<file path="config.mk">
export PLATFORM = sky130hd
export DESIGN_NAME = omd_core
export DESIGN_NICKNAME = d
export VERILOG_FILES = /design/src/core/omd_pkg.sv /design/src/core/omd_core.sv
export SDC_FILE = /design/constraint.sdc
export NUM_CORES = 1
export LEC_CHECK = 0
export BUFFER_PORTS_ARGS = -buffer_cell sky130_fd_sc_hd__buf_2
export CORE_UTILIZATION = 51
export CTS_BUF_LIST = sky130_fd_sc_hd__clkbuf_8
export CTS_CLUSTER_DIAMETER = 150
export DETAILED_ROUTE_END_ITERATION = 8
export GPL_TIMING_DRIVEN = 0
export PLACE_DENSITY_LB_ADDON = 0.15
export REMOVE_ABC_BUFFERS = 1
export SLEW_MARGIN = 25
export SYNTH_ARGS = -nofsm -noshare
export SYNTH_HDL_FRONTEND = slang
export SYNTH_SLANG_ARGS = --single-unit
</file>
<file path="constraint.sdc">
create_clock -name clock_i -period 7 [get_ports clock_i]
set_input_delay 0 -clock clock_i [delete_from_list [all_inputs] [get_ports clock_i]]
set_output_delay 0 -clock clock_i [all_outputs]
set_load 0.01 [all_outputs]
</file>
<file path="src/core/omd_pkg.sv">
// Package for the OR / move execution slice.
// Assumes an upstream decode stage that hands over one decoded instruction per cycle.
package omd_pkg;

    // ------------------------------------------------------------
    // Widths, reset values and destination codes
    // ------------------------------------------------------------
    localparam int          DATA_W      = 8;
    localparam int          ADDR_W      = 7;
    localparam int          FILE_DEPTH  = 128;
    localparam logic [7:0]  ACCUM_RST   = 8'h00;
    localparam logic        ZERO_RST    = 1'b0;
    localparam logic        DEST_ACCUM  = 1'b0;
    localparam logic        DEST_FILE   = 1'b1;

    // ------------------------------------------------------------
    // Operations
    // ------------------------------------------------------------
    typedef enum logic [2:0] {
        OMD_IDLE_INSTRUCTION,
        OMD_OR_LITERAL,
        OMD_LOAD_LITERAL,
        OMD_OR_ACCUM_INTO_REG,
        OMD_STORE_ACCUM,
        OMD_COPY_REG
    } omd_op_t;

    typedef struct packed {
        omd_op_t            op;
        logic [ADDR_W-1:0]  addr;
        logic               dest;
        logic [DATA_W-1:0]  literal;
    } omd_instr_t;

    typedef struct packed {
        logic               valid;
        logic [ADDR_W-1:0]  addr;
        logic [DATA_W-1:0]  data;
    } omd_wr_t;

endpackage : omd_pkg

</file>
<file path="src/core/omd_core.sv">
// Execution slice: accumulator, zero flag and a 128-entry file register array.
// Assumes decode presents one instruction per clock with instr_valid_i.
`timescale 1ns/1ns

// Notes on behaviour
// (RULE_01) OR literal into accumulator, update zero
// (RULE_02) Load literal to accumulator, flags untouched
// (RULE_03) Unused literal bits arrive as zero
// (RULE_04) OR accumulator with addressed file register, zero
// (RULE_05) Destination bit picks accumulator or register
// (RULE_06) Copy register to accumulator or itself
// (RULE_07) Self copy still updates zero flag
// (RULE_08) Store and idle leave flags untouched
module omd_core
    import omd_pkg::*;
#(
    parameter int DEPTH = omd_pkg::FILE_DEPTH
)(
    input  wire logic                    clock_i,
    input  wire logic                    nrst_i,
    input  wire logic                    instr_valid_i,
    input  wire omd_pkg::omd_instr_t     instr_i,
    output logic [omd_pkg::DATA_W-1:0]   accum_o,
    output logic                         zero_o,
    output omd_pkg::omd_wr_t             file_wr_o
);
    import omd_pkg::*;

    // Elaboration check: the 7-bit address reaches at most FILE_DEPTH entries
    if (DEPTH < 1 || DEPTH > FILE_DEPTH)
    begin : g_depth_check
        $error("DEPTH must be 1..128");
    end

    logic [DATA_W-1:0] accum_reg;
    logic              zero_reg;
    omd_wr_t           wr_reg;
    logic [DATA_W-1:0] file_mem [DEPTH];
    logic [DATA_W-1:0] file_rd;
    logic [DATA_W-1:0] result;
    logic              to_file;
    logic              to_accum;
    logic              sets_zero;

    // ------------------------------------------------------------
    // File read port
    // ------------------------------------------------------------
    // Addresses beyond DEPTH read as zero
    assign file_rd = (int'(instr_i.addr) < DEPTH) ? file_mem[instr_i.addr] : '0;

    // ------------------------------------------------------------
    // Result and destination decode
    // ------------------------------------------------------------
    always_comb
    begin
        result    = '0;
        to_file   = 1'b0;
        to_accum  = 1'b0;
        sets_zero = 1'b0;
        if (instr_valid_i)
        begin
            case (instr_i.op)
                // (RULE_01) literal OR path
                OMD_OR_LITERAL:
                begin
                    result    = accum_reg | instr_i.literal;
                    to_accum  = 1'b1;
                    sets_zero = 1'b1;
                end
                // (RULE_02) plain load, no flag
                OMD_LOAD_LITERAL:
                begin
                    result   = instr_i.literal;
                    to_accum = 1'b1;
                end
                // (RULE_04) register OR, (RULE_05) destination select
                OMD_OR_ACCUM_INTO_REG:
                begin
                    result    = accum_reg | file_rd;
                    to_accum  = (instr_i.dest == DEST_ACCUM);
                    to_file   = (instr_i.dest == DEST_FILE);
                    sets_zero = 1'b1;
                end
                // (RULE_06) copy, (RULE_07) self rewrite keeps zero update
                OMD_COPY_REG:
                begin
                    result    = file_rd;
                    to_accum  = (instr_i.dest == DEST_ACCUM);
                    to_file   = (instr_i.dest == DEST_FILE);
                    sets_zero = 1'b1;
                end
                // (RULE_08) store without flag change
                OMD_STORE_ACCUM:
                begin
                    result  = accum_reg;
                    to_file = 1'b1;
                end
                // (RULE_08) idle changes nothing
                OMD_IDLE_INSTRUCTION:
                begin
                    result = '0;
                end
                default:
                begin
                    result = '0;
                end
            endcase
        end
    end

    // ------------------------------------------------------------
    // Accumulator and zero flag
    // ------------------------------------------------------------
    always_ff @(posedge clock_i)
    begin
        if (!nrst_i)
            accum_reg <= ACCUM_RST;
        else if (to_accum)
            accum_reg <= result;
    end

    always_ff @(posedge clock_i)
    begin
        if (!nrst_i)
            zero_reg <= ZERO_RST;
        else if (sets_zero)
            zero_reg <= (result == '0);
    end

    // ------------------------------------------------------------
    // File registers
    // ------------------------------------------------------------
    // Array not reset; contents are software state like real RAM
    always_ff @(posedge clock_i)
    begin
        if (nrst_i && to_file && int'(instr_i.addr) < DEPTH)
            file_mem[instr_i.addr] <= result;
    end

    // Write echo lets the outside see each file write
    // Quiet cycles show all zero, so no stale data leaks out
    always_ff @(posedge clock_i)
    begin
        if (!nrst_i || !to_file)
            wr_reg <= '0;
        else
            wr_reg <= '{valid: 1'b1, addr: instr_i.addr, data: result};
    end

    assign accum_o   = accum_reg;
    assign zero_o    = zero_reg;
    assign file_wr_o = wr_reg;
endmodule : omd_core

</file>
Word-level counts from Yosys, hierarchy flattened

Memory sizes are Yosys's and may differ from the RTL's.
Index checks and enable logic that the tools add are counted.

Bits in registers: 25
RAM bits: 1024
Input bits: 22
Word-level logic and storage cells: 33
Memories kept: 1

Memory list:

| memory   | words | width | read ports | clocked after Yosys merged registers in | wr ports | RTL line       | source |
|---|---|---|---|---|---|---|---|
| file_mem | 128   | 8     | 1          | 0                                       | 1        | omd_core.sv:38 | `logic [DATA_W-1:0] file_mem [DEPTH];` |

Eq/ne operators: 5
Multiplexer cells: 11
Bitwise logic cells: 3
Reductions and logical operators: 8

Operator list:

| cell                                                 | count |
|---|---|
| case mux 8 bit (5 select lines)                      | 1 |
| two-way mux 16 bit                                   | 1 |
| bitwise OR 8 bit                                     | 2 |
| zero test 8 bit                                      | 1 |
| two-way mux 8 bit                                    | 1 |
| equality test 3 x 2 -> 1 bit (second input constant) | 2 |
| equality test 3 bit (second input constant)          | 2 |
| two-way mux 1 bit                                    | 6 |
| case mux 1 bit (2 select lines)                      | 2 |
| OR reduction 2 bit                                   | 2 |
| equality test 3 x 1 -> 1 bit (second input constant) | 1 |
| OR reduction 3 bit                                   | 1 |
| zero test 1 bit                                      | 2 |
| logical AND 1 bit                                    | 1 |
| logical OR 1 bit                                     | 1 |
| NOT 1 bit                                            | 1 |

Longest topological paths before layout

Gate-level depths: netlist (run 1).

Word-level depth: 7
Gate-level depth with buffers: 16
Depth with buffers taken out: 10

Worst setup path before layout (run 1)

OpenSTA, ideal clock, no wires.

Kind: input to register
Start: input port instr_i[9] (netlist bit)
End: memory file_mem[0][0] (data pin)
Arrival time: 6.487 ns
Required time: 5.829 ns
Slack: -0.658 ns
Stages: 10
Path buffers: 4
Cell sequence: buf_2 > buf_4 > buf_4 > buf_2 > mux2i_1 > o221ai_1 > nor4_1 > nor4_1 > a31oi_1 > nor3_1

Word-level cells in the longest chain between the ends: 4

Ends and longest elaborated chain:

| item                                | RTL line       | source |
|---|---|---|
| start: declaration                  | omd_core.sv:22 | `input wire omd_pkg::omd_instr_t instr_i,` |
| memory (128 x 8 bit) (*)            | -              |  |
| bitwise OR 8 bit                    | omd_core.sv:79 | `result = accum_reg \| file_rd;` |
| case mux 8 bit (5 select lines) (*) | omd_core.sv:62 | `case (instr_i.op)` |
| two-way mux 8 bit (*)               | omd_core.sv:60 | `if (instr_valid_i)` |
| via result[0]                       | omd_core.sv:40 | `logic [DATA_W-1:0] result;` |
| end: declaration                    | omd_core.sv:38 |  |

Mark *: on every way through the listed nets, which the timed path passes. The rest lies on a longest branch.

Worst setup path after layout (run 1)

Start: input port instr_i[15] (netlist bit)
End: register zero_reg, in the netlist zero_o

Word-level cells in the longest chain between the ends: 5

Ends and longest elaborated chain:

| item                                | RTL line        | source |
|---|---|---|
| memory (128 x 8 bit) (*)            | -               |  |
| bitwise OR 8 bit                    | omd_core.sv:79  |  |
| case mux 8 bit (5 select lines) (*) | omd_core.sv:62  |  |
| two-way mux 8 bit (*)               | omd_core.sv:60  |  |
| via result[3]                       | omd_core.sv:40  |  |
| zero test 8 bit (*)                 | omd_core.sv:127 | `zero_reg <= (result == '0);` |
| end signal: assignment              | omd_core.sv:127 |  |
| end: declaration                    | omd_core.sv:36  | `logic zero_reg;` |

Marked as above.
A chain may end at the register's enable or synchronous reset.

==> results of run 1 <==
==> cells in the mapped netlist (all sizes together), types with 3 or more instances <==
| cell type | number | area share [%] |
|---|---|---|
| a2111oi | 7 | 0.17 |
| a211o | 3 | 0.063 |
| a211oi | 21 | 0.39 |
| a21oi | 76 | 0.92 |
| a221o | 17 | 0.41 |
| a221oi | 70 | 1.5 |
| a22o | 19 | 0.40 |
| a22oi | 43 | 0.78 |
| a311oi | 3 | 0.063 |
| a31oi | 14 | 0.21 |
| a32oi | 5 | 0.11 |
| and2 | 11 | 0.17 |
| and3 | 4 | 0.060 |
| buf | 95 | 1.4 |
| clkbuf | 61 | 0.55 |
| dfxtp | 25 | 1.2 |
| edfxtp | 1024 | 74 |
| inv | 12 | 0.11 |
| mux2 | 55 | 1.5 |
| mux2i | 118 | 2.9 |
| mux4 | 114 | 6.2 |
| nand2 | 86 | 0.78 |
| nand2b | 11 | 0.17 |
| nand3 | 19 | 0.23 |
| nand4 | 9 | 0.14 |
| nor2 | 196 | 1.8 |
| nor2b | 17 | 0.26 |
| nor3 | 18 | 0.22 |
| nor4 | 8 | 0.12 |
| o211a | 3 | 0.073 |
| o211ai | 6 | 0.11 |
| o21a | 3 | 0.054 |
| o21ai | 49 | 0.59 |
| o21bai | 3 | 0.054 |
| o221ai | 19 | 0.40 |
| o22ai | 26 | 0.39 |
| o2bb2ai | 15 | 0.32 |
| o31ai | 3 | 0.054 |
| o32ai | 5 | 0.11 |
| or2 | 4 | 0.060 |
| or4 | 3 | 0.054 |
==> critical path, stage by stage <==
cell,delay (ns)
dlygate4sd3_1,0.54
buf_2,0.44
nor2b_1,0.89
nand2_1,0.56
a21oi_1,0.45
or4_1,0.27
a211oi_2,0.08
o2111ai_4,0.62
buf_16,0.23
a2111oi_2,0.06
o2111ai_1,0.19
o21ai_1,0.11
dlygate4sd3_1,0.56
==> sequential cells by signal (all words and copies together), names as in the netlist <==
| name | cells |
|---|---|
| file_mem | 1024 |
| accum_o | 8 |
| zero_o | 1 |
| file_wr_o | 16 |
==> final timing paths <==
path         slack [ns]             from      endpoint
max                2.67      instr_i[15]        zero_o
min                0.06      instr_i[10]  file_wr_o[9]
max reg2reg        2.98  file_mem[69][3]        zero_o
min reg2reg        0.52       accum_o[2]    accum_o[2]
==> what timing repair did <==
action,in CTS,in global routing
endpoints found under the hold margin,20,0
hold buffers,14,0
buffers inserted,0,0
==> routing by layer <==
layer / up-vias / global-route usage (%) / wire (µm)
met5: - / 0 / 13
met4: 2 / 12.17 / 4605
met3: 263 / 6.341 / 12590
met2: 1528 / 44.87 / 55870
met1: 12388 / 41.89 / 47770
li1: 9787 / - / -
==> kinds of logic after synthesis <==
| kind of cell | after synthesis |
|---|---|
| mux | 287 |
| simple gates | 397 |
| buf+inv | 169 |
| xor+xnor | 2 |
| compound gates | 428 |
| flops | 1049 |
==> power by group <==
group | leakage, nW | switching [mW] | internal, mW | total, mW
Clock | 1.76 | 2.39 | 2.44 | 4.83
Combinational | 3.88 | 0.603 | 0.272 | 0.876
Sequential | 9.62 | 0.00475 | 6.96 | 6.96
Total | 15.3 | 3.00 | 9.67 | 12.7
==> layout make-up <==
| class | instances | area (µm²) | area share, % |
|---|---|---|---|
| Clock buffer | 176 | 2422 | 5.186 |
| Clock inverter | 117 | 619.3 | 1.326 |
| Inverter | 13 | 85.08 | 0.1821 |
| Tap cell | 1060 | 1326 | 2.839 |
| Antenna cell | 2 | 5.005 | 0.01071 |
| Sequential cell | 1049 | 31250 | 66.90 |
| Multi-Input combinational cell | 1114 | 9427 | 20.18 |
| Timing Repair Buffer | 114 | 1575 | 3.372 |
==> results.md, run 1 <==
* Largest family of logic cells by synthesized area: multiplexers
* Antenna-violating nets left at 0
* # fillers at 6,028
* Vias in the first global route at 23,435
* Area of placed instances at 43,520 µm²
* Async S/R FF share, synth at 0%
* DRC at 0
* Starting density of the core at 51.46%
* Num Clock Sinks at 1,049
* Worst Slack Setup Final at 2.668 ns
* Number of instances in the placed design at 3,336
* Min Clock Period, post-route at 4.332 ns
* Largest net degree at the start of global routing at 97
* Seq cells post-synth at 1,049
* Fmax achieved at 0.2308 GHz
* Site Rows at 104
* Util after Layout at 58.08%
* Top-Level Pins at 47
* Final nets at 2,479
* Number of distinct library cells after synthesis at 75
* PortBufs at 46
* Reg2reg path depth at 11
* Synth Area in XOR/XNOR at 0.04233%
* Worst Hold Class: input port to flip-flop
* CTS max path bufs at 3
* Max-cap violation count at 0
* Clk pin slew, worst setup/hold paths at 0.06 ns
* First-pass GRT wire length at 171.2 mm
* P per Cell Area at 271.1 nW/µm²
* Cts bufs inserted at 165
* Leakage power at 15.27 nW
* H-tree Lvls at 4
* Setup_tns at 0 ns
* Worst slew pin tran at 1.113 ns
* Gpl congestion at 0.8586
* CTS resizes at 0
* Non-Filler Instances at 3,645
* Arr. time, crit path at 5.04 ns
* Most frequent cells in the layout: edfxtp_1 (1,024), nor2_1 (192), clkbuf_8 (176), mux2i_1 (118), mux4_2 (114)
* Vias per cell at 6.576
* Post-route cell area at 46,710 µm²
* Post-Synth Adder-Cell Area at 0%
* Initial DRT Pass Iterations at 6
* CP Max Fanout at 18
* Final Max Tran Viols at 0
* Layout cell share with drive strength beyond 1 at 19.94%
* Final hold viol count at 0
* Sequential share of the synthesized area at 75.51%
* Global Route Usage Sum at 29.58%
* Clk_skew at 0.03754 ns
* Area grow syn2layout at 12.86%
* Avg Inst Size Synth at 17.75 µm²
* Root buffer cell: clkbuf_8
* CP Class: input port to flip-flop
* Most common flop cell mapped by yosys: edfxtp_1
* Final Power at 12.66 mW
* Grt ovf at 0
* Synth warn at 0
* Die X at 286.9 µm
* CP required at 7.71 ns
* Critical Path End Type: flip-flop
* Final Cycle Share at 61.89%
* WL per Instance at 33.16 µm
* TritonCTS clock tree: done
* Total die area at 82,290 µm²
* Complex-gate fraction of the synthesized area at 7.585%
* Mux cell area share after synthesis at 10.55%
* Maximum vdd drop at 223.3 µV
* DR vias at 23,968
* Number of synthesized flops with an enable pin at 1,024
* Synth Area in Simple Gates at 4.257%
* Final hold slack at 0.06153 ns
* Pre-CTS setup slack at 1.986 ns
* Cells after synthesis at 2,332
* Chip Height at 286.9 µm
* Clk_lat worst skew at 0.82 ns
* Initial antenna violation count at 5
* Total wire length at 120.9 mm
* Cell count of the worst hold path at 4
* Core area at 80,420 µm²
* Status: complete, no violations
* Most common cell after layout, fill and taps aside: edfxtp_1
* Slew margin rel. at 25.53%
* Final setup viols at 0
* HPWL Detailed at 74.15 mm
* Unrepaired setup endpoints after global routing: false
* Detailed router's first-iteration violation count at 3,233
* Post-Syn Area at 41,390 µm²
* CP Launch Type: input port
Power figures use the tool's default switching activity.
==> run 2: changes to the inputs <==
- ABC_AREA: not set -> 1
- clock period: 7 -> 4.35 ns (I/O delays scaled with it)
==> results.md, run 2 <==
* Status: complete, no violations (unchanged)
* Final Max Tran Viols at 0 (unchanged)
* HPWL Detailed at 66.88 mm (was 74.15 mm)
* CP max stage delay at 0.63 ns (was 0.89 ns)
* Worst slew pin tran at 0.9271 ns (was 1.113 ns)
* TritonCTS clock tree: done (unchanged)
* CTS max path bufs at 3 (unchanged)
* Initial DRT Pass Iterations at 6 (unchanged)
* Pre-CTS setup slack at -0.7666 ns (was 1.986 ns)
* Detailed router's first-iteration violation count at 3,008 (was 3,233)
* Grt ovf at 0 (unchanged)
* Number of instances in the placed design at 5,309 (was 3,336)
* Max-cap violation count at 0 (unchanged)
* Top cell type's share of synthesized area at 69.14% (was 74.30%)
* Leakage power at 20.52 nW (was 15.27 nW)
* Final hold viol count at 0 (unchanged)
* Seq cells post-synth at 1,049 (unchanged)
* DRC at 0 (unchanged)
* # fillers at 7,101 (was 6,028)
* Post-route cell area at 49,670 µm² (was 46,710 µm²)
* Unrepaired setup endpoints after global routing: false (unchanged)
* Number of distinct library cells after synthesis at 29 (was 75)
* Antenna-violating nets left at 0 (unchanged)
* CP required at 5.01 ns (was 7.71 ns)
* Most common flop cell mapped by yosys: edfxtp_1 (unchanged)
* Largest net degree at the start of global routing at 120 (was 97)
* Final setup viols at 0 (unchanged)
* Worst Hold Class: input port to flip-flop (unchanged)
* CP Class: input port to flip-flop (unchanged)
* Number of synthesized flops with an enable pin at 1,024 (unchanged)
* Final nets at 4,391 (was 2,479)
* Starting density of the core at 51.82% (was 51.46%)
* Global Route Usage Sum at 26.42% (was 29.58%)
* Num Clock Sinks at 1,049 (unchanged)
* Max FFs per register at 1,024 (unchanged)
* H-tree Lvls at 4 (unchanged)
* Core area at 85,820 µm² (was 80,420 µm²)
* Buffer and inverter count on the worst path at 7 (was 4)
* Layout cell share with drive strength beyond 1 at 7.679% (was 19.94%)
* DR vias at 29,828 (was 23,968)
* Synth area leader: edfxtp_1 (unchanged)
* Clk_lat worst skew at 0.83 ns (was 0.82 ns)
* Cells after synthesis at 4,274 (was 2,332)
* Worst Slack Setup Final at 0.2935 ns (was 2.668 ns)
* Synth warn at 0 (unchanged)
* Cell at the slowest stage of the critical path: a21oi_4 (was nor2b_1)
* Min Clock Period, post-route at 4.056 ns
* Clk pin slew, worst setup/hold paths at 0.06 ns (about the same)
* PortBufs at 46 (unchanged)
* Most frequent cells in the layout: nand2_1 (1,817), edfxtp_1 (1,024), nor2_1 (412), inv_1 (394), clkbuf_8 (172) (was edfxtp_1 (1,024), nor2_1 (192), clkbuf_8 (176), mux2i_1 (118), mux4_2 (114))
* First-pass GRT wire length at 173.6 mm (was 171.2 mm)
* Avg Inst Size Synth at 10.41 µm² (was 17.75 µm²)
* Site Rows at 107 (was 104)
* Clk_skew at 0.03126 ns (was 0.03754 ns)
* Maximum vdd drop at 267.7 µV (was 223.3 µV)
* Area of placed instances at 46,320 µm² (was 43,520 µm²)
* Post-Syn Area at 44,470 µm² (was 41,390 µm²)
* CP most frequent cell: nand2_1 (was dlygate4sd3_1)
* CP Launch Type: input port (unchanged)
* Most instantiated library cell after synthesis: nand2_1 (was edfxtp_1)
* P per Cell Area at 406.9 nW/µm² (was 271.1 nW/µm²)
* Crit-path leading delay family: buffers and inverters (unchanged)
* Fmax achieved at 0.2465 GHz
* Root buffer cell: clkbuf_8 (unchanged)
* Die X at 297.3 µm (was 286.9 µm)
* Total die area at 88,390 µm² (was 82,290 µm²)
* Vias per cell at 5.290 (was 6.576)
* Sequential share of the synthesized area at 70.27% (was 75.51%)
* Async S/R FF share, synth at 0% (unchanged)
* Arr. time, crit path at 4.71 ns (was 5.04 ns)
* Non-Filler Instances at 5,639 (was 3,645)
* WL per Instance at 20.80 µm (was 33.16 µm)
* Most common cell after layout, fill and taps aside: nand2_1 (was edfxtp_1)
* Most area-consuming cells after synthesis: edfxtp_1 (69%), nand2_1 (15%), nor2_1 (3.5%) (was edfxtp_1 (74%), mux4_2 (6.2%), mux2i_1 (2.9%))
* Cts bufs inserted at 169 (was 165)
* Gpl congestion at 0.8677 (was 0.8586)
* Critical Path End Type: flip-flop (unchanged)
* Chip Height at 297.3 µm (was 286.9 µm)
* Post-synth top cells: nand2_1 (1,825), edfxtp_1 (1,024), nor2_1 (420) (was edfxtp_1 (1,024), nor2_1 (196), mux2i_1 (118))
* Vias in the first global route at 28,095 (was 23,435)
* Worst path cell trace: buf_8, buf_16, nand2_4, clkinvlp_4, nand2_1, inv_1, nand2_1, nand2_1, nor2_1, nand2_1, nand2_1, nand2_1, nor2_1, nor2_1, nor2_1, nand2_1, nand2_1, a21oi_4, buf_16, buf_16, buf_16 (was dlygate4sd3_1, buf_2, nor2b_1, nand2_1, a21oi_1, or4_1, a211oi_2, o2111ai_4, buf_16, a2111oi_2, o2111ai_1, o21ai_1, dlygate4sd3_1)
* Total wire length at 117.3 mm (was 120.9 mm)
* Slew margin rel. at 37.97% (was 25.53%)
* Area grow syn2layout at 11.68% (was 12.86%)
* Initial antenna violation count at 4 (was 5)
* CP Max Fanout at 76 (was 18)
* Biggest register: file_mem (unchanged)
* Top-Level Pins at 47 (unchanged)
* Final Cycle Share at 93.25%
run 2: cell count changes in the layout (fill, tap and decap cells not counted), moves of 40 or more:
| cell | before | now |
|---|---|---|
| nand2_1 | 79 | 1817 |
| inv_1 | 61 | 394 |
| nor2_1 | 192 | 412 |
| nand3_1 | 18 | 147 |
| mux2i_1 | 118 | 0 |
| mux4_2 | 114 | 0 |
| o21ai_1 | 3 | 80 |
| a221oi_1 | 70 | 0 |
| mux2_2 | 49 | 0 |
| a22oi_1 | 43 | 3 |
run 2: worst paths after layout:
path	end	from	cells after the start	slack (ns)
max	file_mem[51][6]	instr_i[10]	21	0.29
min	zero_o	nrst_i	4	0.11
max reg2reg	file_mem[61][3]	file_mem[51][3]	15	0.83
min reg2reg	zero_o	zero_o	2	0.47
run 2: metrics by stage:
stage	hold slack [ns]	utilization, %	TNS, ns	total power [mW]
floorplan	0.1352	-	-1737.34	12.04
global placement	0.2782	52.47	-	12.78
detailed placement	0.3331	53.98	-178.15	12.73
CTS	0.02591	57.80	0	20.30
global route	0.09977	57.87	0	20.84
finish	0.1074	57.87	0	20.21
run 2: layer usage:
layer  part of all wire [%]  GRT usage [%]
met3                    8.5          4.660
met5                  0.020              0
met4                    3.0          9.818
met1                     43          37.89
met2                     45          40.48
run 2: what timing repair did:
item / 4_1_cts / 5_1_grt
hold buffers: 31 / 0
hold endpoints to repair: 339 / 0
gates resized for setup: 0 / 2
setup buffers: 0 / 0
endpoints found under the setup margin: 0 / 190
run 2: where the power goes:
part	internal, mW	leakage (nW)	switching, mW
logic	0.369	9.18	1.05
clock network	3.79	1.76	3.85
registers	11.1	9.59	0.00526
run 2: area by class of cell:
| type | instances | area, µm² | area share, % |
|---|---|---|---|
| Antenna cell | 2 | 5.005 | 0.01008 |
| Clock buffer | 172 | 2367 | 4.766 |
| Clock inverter | 123 | 601.8 | 1.212 |
| Inverter | 343 | 1353 | 2.723 |
| Multi-Input combinational cell | 2685 | 10920 | 21.98 |
| Sequential cell | 1049 | 31250 | 62.92 |
| Tap cell | 1144 | 1431 | 2.882 |
| Timing Repair Buffer | 121 | 1740 | 3.504 |
run 2: worst register-to-register path, delay by kind of cell (launching register included):
kind                   cells  cell delay, ns
DFF                        1            0.36
and+or+nand+nor           12            1.46
buffers and inverters      3            1.24
run 2: kinds of logic after synthesis:
group | synth area share [%]
DFF | 70.27
and+or+nand+nor | 21.84
buffers and inverters | 5.382
AOI/OAI and AO/OA | 2.512
